<file path="src/design/mhs_regs.svh">
`ifndef MHS_REGS_SVH
`define MHS_REGS_SVH

////////////////////////////////////////////////////////////////////////////////

// Address width of the 4KB register window.
`define MHS_ADDR_W          12

// Byte offsets of the registers in the window.
`define MHS_OFF_SCFG        12'h400
`define MHS_OFF_VSTAT       12'h408
`define MHS_OFF_PID4        12'hFD0
`define MHS_OFF_PID0        12'hFE0
`define MHS_OFF_PID1        12'hFE4
`define MHS_OFF_PID2        12'hFE8
`define MHS_OFF_PID3        12'hFEC
`define MHS_OFF_CID0        12'hFF0
`define MHS_OFF_CID1        12'hFF4
`define MHS_OFF_CID2        12'hFF8
`define MHS_OFF_CID3        12'hFFC

////////////////////////////////////////////////////////////////////////////////

// Field positions.
`define MHS_SCFG_EN_BIT     0
`define MHS_VSTAT_SEEN_BIT  0
`define MHS_PROT_NS_BIT     1

// Fixed field values.
`define MHS_PID_SIZE_VAL    4'h0
`define MHS_PID_STD_CODE    1'h1
`define MHS_RESET_EN        1'h0

// Bus responses.
`define MHS_RESP_OKAY       2'h0
`define MHS_RESP_SLVERR     2'h2

`endif

</file>
<file path="src/design/mhs_pkg.sv">
`include "mhs_regs.svh"

package mhs_pkg;

    // Address channel payload.
    typedef struct packed {
        logic [`MHS_ADDR_W-1:0] addr;
        logic [2:0]             prot;
    } mhs_addr_type;

    // Write data channel payload.
    typedef struct packed {
        logic [31:0] data;
        logic [3:0]  strb;
    } mhs_wdata_type;

    // Read data channel payload.
    typedef struct packed {
        logic [31:0] data;
        logic [1:0]  resp;
    } mhs_rdata_type;

    // State of the write path.
    typedef struct packed {
        logic          awready;
        logic          wready;
        logic          aw_have;
        logic          w_have;
        logic          bvalid;
        logic [1:0]    bresp;
        mhs_addr_type  aw;
        mhs_wdata_type w;
    } mhs_wstate_type;

    // State of the read path.
    typedef struct packed {
        logic          arready;
        logic          rvalid;
        mhs_rdata_type r;
    } mhs_rstate_type;

    // Configuration and violation state.
    typedef struct packed {
        logic enable;
        logic seen;
        logic pulse;
    } mhs_cfg_type;

endpackage

</file>
<file path="src/design/mhs_regs.sv">
// Implementation choices: the AXI4-Lite interface to the registers and the register addresses.
`include "mhs_regs.svh"

module mhs_regs
    import mhs_pkg::*;
#(
    parameter logic [11:0] PART_NUM  = 12'h5A6,  // Arbitrary value.
    parameter logic [6:0]  DESIGNER  = 7'h2A,    // Arbitrary value.
    parameter logic [3:0]  CONT_CODE = 4'h7,     // Arbitrary value.
    parameter logic [3:0]  REVISION  = 4'h1,     // Arbitrary value.
    parameter logic [31:0] COMP_ID   = 32'hC3A51E69 // Arbitrary value, byte n is component byte n.
) (
    // Clock and reset.
    input  wire logic           clk,
    input  wire logic           rst,

    // AXI4-Lite write address channel.
    input  wire logic           s_axi_awvalid,
    output      logic           s_axi_awready,
    input  wire mhs_addr_type   s_axi_aw,

    // AXI4-Lite write data channel.
    input  wire logic           s_axi_wvalid,
    output      logic           s_axi_wready,
    input  wire mhs_wdata_type  s_axi_w,

    // AXI4-Lite write response channel.
    output      logic           s_axi_bvalid,
    input  wire logic           s_axi_bready,
    output      logic [1:0]     s_axi_bresp,

    // AXI4-Lite read address channel.
    input  wire logic           s_axi_arvalid,
    output      logic           s_axi_arready,
    input  wire mhs_addr_type   s_axi_ar,

    // AXI4-Lite read data channel.
    output      logic           s_axi_rvalid,
    input  wire logic           s_axi_rready,
    output      mhs_rdata_type  s_axi_r,

    // Link to the secure doorbell status register.
    output      logic           violation_set,
    output      logic           violation_irq_enable
);

    ////////////////////////////////////////////////////////////////////////////////

    mhs_wstate_type w_q;
    mhs_wstate_type next_w;
    mhs_rstate_type r_q;
    mhs_rstate_type next_r;
    mhs_cfg_type    c_q;
    mhs_cfg_type    next_c;
    logic           wr_fire;
    logic           wr_viol;
    logic           rd_viol;

    // Tells whether a byte address falls on the given register word.
    function automatic logic is_at(input logic [`MHS_ADDR_W-1:0] addr,
                                   input logic [`MHS_ADDR_W-1:0] off);
        is_at = ({addr[`MHS_ADDR_W-1:2], 2'h0} == off);
    endfunction

    // Builds the read answer for one address.
    function automatic mhs_rdata_type read_word(input mhs_addr_type a,
                                                input mhs_cfg_type  c);
        mhs_rdata_type res;
        res.data = 32'h0;
        res.resp = `MHS_RESP_OKAY;
        if (is_at(a.addr, `MHS_OFF_SCFG)) begin
            if (a.prot[`MHS_PROT_NS_BIT]) begin
                res.resp = `MHS_RESP_SLVERR;
            end else begin
                res.data[`MHS_SCFG_EN_BIT] = c.enable;
            end
        end else if (is_at(a.addr, `MHS_OFF_VSTAT)) begin
            res.data[`MHS_VSTAT_SEEN_BIT] = c.seen;
        end else if (is_at(a.addr, `MHS_OFF_PID4)) begin
            res.data[7:4] = `MHS_PID_SIZE_VAL;
            res.data[3:0] = CONT_CODE;
        end else if (is_at(a.addr, `MHS_OFF_PID0)) begin
            res.data[7:0] = PART_NUM[7:0];
        end else if (is_at(a.addr, `MHS_OFF_PID1)) begin
            res.data[7:0] = {DESIGNER[3:0], PART_NUM[11:8]};
        end else if (is_at(a.addr, `MHS_OFF_PID2)) begin
            res.data[7:4] = REVISION;
            res.data[2:0] = DESIGNER[6:4];
            res.data[3] = `MHS_PID_STD_CODE;
        end else if (is_at(a.addr, `MHS_OFF_CID0)) begin
            res.data[7:0] = COMP_ID[7:0];
        end else if (is_at(a.addr, `MHS_OFF_CID1)) begin
            res.data[7:0] = COMP_ID[15:8];
        end else if (is_at(a.addr, `MHS_OFF_CID2)) begin
            res.data[7:0] = COMP_ID[23:16];
        end else if (is_at(a.addr, `MHS_OFF_CID3)) begin
            res.data[7:0] = COMP_ID[31:24];
        end
        read_word = res;
    endfunction

    ////////////////////////////////////////////////////////////////////////////////

    // Write path: holds address and data in either order, then answers.
    always_comb begin
        next_w  = w_q;
        wr_fire = 1'h0;
        wr_viol = 1'h0;
        if (s_axi_awvalid && w_q.awready) begin
            next_w.aw_have = 1'h1;
            next_w.aw      = s_axi_aw;
        end
        if (s_axi_wvalid && w_q.wready) begin
            next_w.w_have = 1'h1;
            next_w.w      = s_axi_w;
        end
        if (w_q.aw_have && w_q.w_have && !w_q.bvalid) begin
            wr_fire = 1'h1;
            wr_viol = w_q.aw.prot[`MHS_PROT_NS_BIT] && is_at(w_q.aw.addr, `MHS_OFF_SCFG);
            next_w.bvalid  = 1'h1;
            next_w.bresp   = wr_viol ? `MHS_RESP_SLVERR : `MHS_RESP_OKAY;
            next_w.aw_have = 1'h0;
            next_w.w_have  = 1'h0;
        end
        if (w_q.bvalid && s_axi_bready) begin
            next_w.bvalid = 1'h0;
        end
        next_w.awready = !next_w.aw_have && !next_w.bvalid;
        next_w.wready  = !next_w.w_have && !next_w.bvalid;
    end

    // Registers the write path.
    always_ff @(posedge clk or posedge rst) begin
        if (rst) begin
            w_q <= '0;
        end else begin
            w_q <= next_w;
        end
    end

    ////////////////////////////////////////////////////////////////////////////////

    // Read path: one read at a time, answered in the cycle after acceptance.
    always_comb begin
        next_r  = r_q;
        rd_viol = 1'h0;
        if (r_q.rvalid && s_axi_rready) begin
            next_r.rvalid = 1'h0;
        end
        if (s_axi_arvalid && r_q.arready) begin
            rd_viol = s_axi_ar.prot[`MHS_PROT_NS_BIT] && is_at(s_axi_ar.addr, `MHS_OFF_SCFG);
            next_r.rvalid = 1'h1;
            next_r.r      = read_word(s_axi_ar, c_q);
        end
        next_r.arready = !next_r.rvalid;
    end

    // Registers the read path.
    always_ff @(posedge clk or posedge rst) begin
        if (rst) begin
            r_q <= '0;
        end else begin
            r_q <= next_r;
        end
    end

    ////////////////////////////////////////////////////////////////////////////////

    // Configuration enable, sticky violation flag and the violation pulse.
    always_comb begin
        next_c = c_q;
        // only bit 0 of the configuration is stored.
        if (wr_fire && !wr_viol && is_at(w_q.aw.addr, `MHS_OFF_SCFG) && w_q.w.strb[0]) begin
            next_c.enable = w_q.w.data[`MHS_SCFG_EN_BIT];
        end
        if (wr_fire && is_at(w_q.aw.addr, `MHS_OFF_VSTAT) && w_q.w.strb[0] &&
            w_q.w.data[`MHS_VSTAT_SEEN_BIT]) begin
            next_c.seen = 1'h0;
        end
        // A violation in the clearing cycle still leaves the flag set.
        if (wr_viol || rd_viol) begin
            next_c.seen = 1'h1;
        end
        // raise status bit 31 only when enabled.
        next_c.pulse = (wr_viol || rd_viol) && c_q.enable;
    end

    // Registers the configuration state.
    always_ff @(posedge clk or posedge rst) begin
        if (rst) begin
            c_q.enable <= `MHS_RESET_EN;
            c_q.seen   <= 1'h0;
            c_q.pulse  <= 1'h0;
        end else begin
            c_q <= next_c;
        end
    end

    // Outputs taken straight from the state flip-flops.
    assign s_axi_awready        = w_q.awready;
    assign s_axi_wready         = w_q.wready;
    assign s_axi_bvalid         = w_q.bvalid;
    assign s_axi_bresp          = w_q.bresp;
    assign s_axi_arready        = r_q.arready;
    assign s_axi_rvalid         = r_q.rvalid;
    assign s_axi_r              = r_q.r;
    assign violation_set        = c_q.pulse;
    assign violation_irq_enable = c_q.enable;
endmodule

</file>
<file path="config.mk">
export PLATFORM = sky130hd
export DESIGN_NAME = mhs_regs
export DESIGN_NICKNAME = d
export VERILOG_FILES = /design/src/design/mhs_pkg.sv /design/src/design/mhs_regs.sv
export VERILOG_INCLUDE_DIRS = /design/src /design/src/design
export SDC_FILE = /design/constraint.sdc
export NUM_CORES = 1
export LEC_CHECK = 0
export BUFFER_PORTS_ARGS = -buffer_cell sky130_fd_sc_hd__buf_2
export CORE_MARGIN = 2
export CORE_UTILIZATION = 35
export CTS_BUF_LIST = sky130_fd_sc_hd__clkbuf_4
export DETAILED_ROUTE_END_ITERATION = 8
export GPL_ROUTABILITY_DRIVEN = 0
export PLACE_DENSITY = 0.7
export SLEW_MARGIN = 40
export SYNTH_ARGS = -nofsm -noshare
export SYNTH_HDL_FRONTEND = slang
export SYNTH_SLANG_ARGS = --single-unit
</file>
<file path="constraint.sdc">
create_clock -name clk -period 1.8 [get_ports clk]
set_clock_uncertainty 0.2 [all_clocks]
set_input_delay 0.36 -clock clk [delete_from_list [all_inputs] [get_ports clk]]
set_output_delay 0.36 -clock clk [all_outputs]
set_load 0.02 [all_outputs]
</file>
After elaboration in Yosys (flattened, before gate mapping)
Index checks and enable logic that the tools add are counted.
{ "op_classes": {"eq_ne": 12, "muxes": 27, "reduce_logical": 26} }
{ "ops": {"columns": ["cell", "count"], "rows": [
  ["$eq A10 B10 Y1 const B", 8],
  ["$mux W8", 8],
  ["$eq A10 B9 Y1 const B", 4],
  ["$mux W35", 1],
  ["$logic_and A1 B1 Y1", 18],
  ["$mux W7", 2],
  ["$mux W1", 12],
  ["$logic_not A1 Y1", 6],
  ["$mux W2", 3],
  ["$mux W5", 1],
  ["$reduce_bool A2 Y1", 1],
  ["$logic_or A1 B1 Y1", 1]
]} }
{ "totals": {"register_bits": 38, "inputBits": 73, "out_inout_bits": 43, "word_cells": 82} }

Depth between registers and ports, before layout
{ "logic_depth": {"ltp_word": 13, "ltp_mapped": 5, "mapped_depth_nobuf": 4} }

Worst setup path after synthesis
OpenSTA, ideal clock, no wires.
{ "synth_path": {"path_type": "register -> register", "from": "register w_q (netlist bit s_axi_bvalid)", "to": "register c_q (netlist bit violation_irq_enable)", "setup_time_ps": 125, "arrival_ps": 1484, "t_required_ps": 1475, "path_slack_ps": -9, "stages_incl_launch_ff": 5, "n_path_buf": 0, "synth_period_minus_slack_ps": 1809, "path_cell_list": "dfrtp_1 and3b_1 nand4_1 nor4b_2 mux2_2"} }
{ "synth_between": {"elab_chain_len": 7, "elab_cells_between_ends": 8, "classes_between": "2 x mux; 6 x reduce/logical"} }
{ "synth_lines": {"columns": ["element", "line_no", "rtl"], "rows": [
  ["start, declared", "mhs_regs.sv:49", "mhs_wstate_type w_q;"],
  ["start signal, assigned", "mhs_regs.sv:137", "w_q <= next_w;"],
  ["$logic_not A1 Y1 *", "mhs_regs.sv:117", "if (w_q.aw_have && w_q.w_have && !w_q.bvalid) begin"],
  ["$logic_and A1 B1 Y1 *", "mhs_regs.sv:117", null],
  ["$mux W1", "mhs_regs.sv:117", null],
  ["$logic_not A1 Y1", "mhs_regs.sv:173", "if (wr_fire && !wr_viol && is_at(w_q.aw.addr, `MHS_OFF_SCFG) && w_q.w.strb[0]) begin"],
  ["$logic_and A1 B1 Y1 * (3 in series)", "mhs_regs.sv:173", null],
  ["end signal, assigned", "mhs_regs.sv:195", "c_q <= next_c;"],
  ["end, declared", "mhs_regs.sv:53", "mhs_cfg_type c_q;"]
]} }
Every way passes the cells marked *; elsewhere a longest branch is shown, timed or not.
A chain may end at the register's enable or synchronous reset.

Worst setup path in the final report
{ "layout_path": {"from": "register w_q[47] (netlist bit)", "to": "register c_q (netlist bit violation_irq_enable)"} }
{ "layout_between": {"elab_chain_len": 7} }
{ "layout_lines": {"columns": ["element", "line_no", "rtl"], "rows": [
  ["$eq A10 B9 Y1 *", "mhs_regs.sv:62", "is_at = ({addr[`MHS_ADDR_W-1:2], 2'h0} == off);"],
  ["$logic_and A1 B1 Y1", "mhs_regs.sv:119", "wr_viol = w_q.aw.prot[`MHS_PROT_NS_BIT] && is_at(w_q.aw.addr, `MHS_OFF_SCFG);"],
  ["$mux W1", "mhs_regs.sv:117", null],
  ["$logic_not A1 Y1", "mhs_regs.sv:173", null],
  ["$logic_and A1 B1 Y1", "mhs_regs.sv:173", null],
  ["$logic_and A1 B1 Y1 * (2 in series)", "mhs_regs.sv:173", null]
]} }
Marks and branches as above.

==> flow_summary.yaml <==
detailed_routing:
  routed_wl_um: 3080
  drc: 0
  antenna_left: 0
  wire_per_inst_um: 12.0
  vias: 1183
  via_per_inst: 4.60
  firstDrtPassIters: 4
  drt_iter0_drc: 25
global_routing:
  antenna_found_initial: 0
  grt_usage_pct: 12.2
  grt_max_degree: 34
  grt_pass1_wl_um: 4770
  grt-ovfl-total: 0
  grt_pass1_vias: 1049
setup_path:
  cp.buffers_inverters: 0
  crit_family: "simple AND/OR/NAND/NOR gates"
  end_kind: "flop"
  path_cells: "nor4_2 -> nand4_1 -> nor4b_2 -> mux2_2"
  reg2reg_slack_ps: 20
  cp.depth: 4
  r2r_cells: 4
  critical-path-slowest-cell: "dfrtp_1"
  slowest_delay_ps: 390
  endpoint: "violation_irq_enable"
  start_kind: "flop"
  required_ps: 1830
  crit_start: "w_q[47]"
  regToRegEndpoint: "violation_irq_enable"
  path_max_fanout: 3
  arrival_ps: 1810
  setup.worst_path.class: "reg -> reg"
  r2r-start: "w_q[47]"
power_and_ir_drop:
  power_w: 0.00210
  irDropWorstVdd_v: 0.000508
  power.leakage_nw: 1.01
  power_density_nw_per_um2: 1080
cells_and_area:
  diodes: 0
  multiInputGateArea_um2: 691
  drive_gt1_share_pct: 38.0
  area_delta_synth_final_pct: 18.1
  stdcell_count: 257
  final_area_um2: 1940
  fin_nets: 278
  regArea_um2: 826
  n_fill_cell: 426
sta:
  tns_ps: 0
  setup_violations: 0
  hold_violations: 0
  drv_slew: 0
  rsz0062_at_grt: "yes"
  max_freq_mhz: 562
  layout_min_cycle_time_ps: 1780
  finalCritPeriodShare_pct: 98.9
synthesis:
  synth_area_um2: 1640
  synth_edf_count: 0
  synthArstFlopShare_pct: 100
  ys_types: 39
  ys_seq_area_share_pct: 50.3
  postSynthCellCount: 150
  ys_warn_count: 0
  ys.flop_type: "dfrtp_1"
  ys_ff_latch: 33
  postSynthAreaPerCell_um2: 10.9
placed_design:
  hpwlAfterDp_um: 2390
  dpl.cell_count: 248
  place_area_um2: 1860
  io_buffer_count: 47
min_path:
  holdCritStartpoint: "s_axi_rready"
  hp-class: "in -> reg"
cts:
  cts_sinks: 33
  cts_tree: "done"
  cts_made_buffers: 5
  root_buffer: "clkbuf_4"
  clkTransAtPathRegs_ps: 90
  clock_latency_ps: 330
  htree_levels: 2
  clock_path_buffers: 2
die:
  die_h_um: 72.5
  rows: 24
  initial_core_util_pct: 36.9
  core-area_um2: 4440
  die_w_um: 72.5
  ios: 116
  die_area_um2: 5250
job:
  drv_cap: 0
outcome:
  status: "finished, final reports clean"
layer usage:
metal,track usage (%),wire [µm],share of wire (%)
met4,9.88,119,3.9
met3,2.36,149,4.8
met5,0,0,0
met1,14.6,1300,42
met2,18.9,1510,49
Yosys cell counts, types with 3 or more instances:
cell type	count	area (µm²)
mux2_2	14	158
nand2_1	9	33.8
o21ai_0	4	20.0
nor3b_1	3	22.5
dfrtp_1	33	826
nand3_1	4	20.0
a22o_1	4	35.0
clkbuf_1	3	11.3
nor2b_1	4	25.0
nor2_1	9	33.8
buf_4	27	203
inv_1	5	18.8
flip-flops by register name, summed over array words and instances, names as in the netlist:
| signal | count |
|---|---|
| s_axi_r | 9 |
| s_axi_arready | 1 |
| c_q | 1 |
| violation_irq_enable | 1 |
| s_axi_rvalid | 1 |
| w_q | 15 |
| s_axi_bresp | 1 |
| s_axi_wready | 1 |
| violation_set | 1 |
| s_axi_awready | 1 |
| s_axi_bvalid | 1 |
worst reg2reg max path, delay by kind of cell, from the launching register on:
kind             cells  cell delay, ps
multiplexers         1             360
flip-flops           1             390
AND/OR/NAND/NOR      3             730
where the power goes:
part	leakage, nW	internal, W	switching, W
Sequential	0.414	0.000956	0.000152
Combinational	0.562	0.000305	0.000299
Clock	0.0292	0.000157	0.000232
Total	1.01	0.00142	0.000682
layout by cell type (no fill, tap or decap), drive strengths merged, types with 2 or more instances in the layout:
| cell type | n |
|---|---|
| buf | 53 |
| dfrtp | 33 |
| conb | 26 |
| mux2 | 14 |
| nand2 | 9 |
| nor2 | 9 |
| clkbuf | 6 |
| inv | 5 |
| nor2b | 4 |
| o21ai | 4 |
| nand3 | 4 |
| a22o | 4 |
| nor3b | 3 |
| a21oi | 2 |
| nand2b | 2 |
| o21bai | 2 |
| o31ai | 2 |
| nor4b | 2 |
cell families after synthesis:
group | Yosys count | synth area share (%)
xor gates and xnor gates | 2 | 1.07
AOI/OAI and AO/OA | 22 | 9.83
DFF | 33 | 50.3
other | 1 | 0.228
buffers and inverters | 36 | 14.5
and+or+nand+nor | 42 | 14.5
muxes | 14 | 9.60
through the flow:
step	hold slack (ps)	worst slack [ps]	utilization (%)
floorplan	262	7.61	-
global placement	266	-107	41.8
detailed placement	262	-105	41.8
CTS	15.7	-21.7	43.5
global route	37.3	-114	43.6
finish	33.2	20.6	43.6
timing repair:
item                       CTS  global route
resized for setup            2             1
setup endpoints to repair    2             3
pin swaps                    2             0
hold endpoints to repair    33             0
hold buffers                 1             0
buffers inserted             1             0
worst min-delay path by stage:
stage	slack, ps	to	cells after the start
floorplan	260	w_q[55]	2
global placement	270	w_q[45]	3
detailed placement	260	s_axi_r[1]	1
CTS	20	s_axi_rvalid	2
global route	40	w_q[47]	2
finish	30	s_axi_rvalid	2
layout make-up:
| type | count | share of cell area, % |
|---|---|---|
| Sequential cell | 33 | 42.6 |
| Multi-Input combinational cell | 106 | 35.6 |
| Timing Repair Buffer | 54 | 15.0 |
| Tap cell | 52 | 3.35 |
| Clock buffer | 6 | 2.32 |
| Inverter | 5 | 0.968 |
| Clock inverter | 1 | 0.194 |
Note: power is estimated with default switching activity, not from simulation.
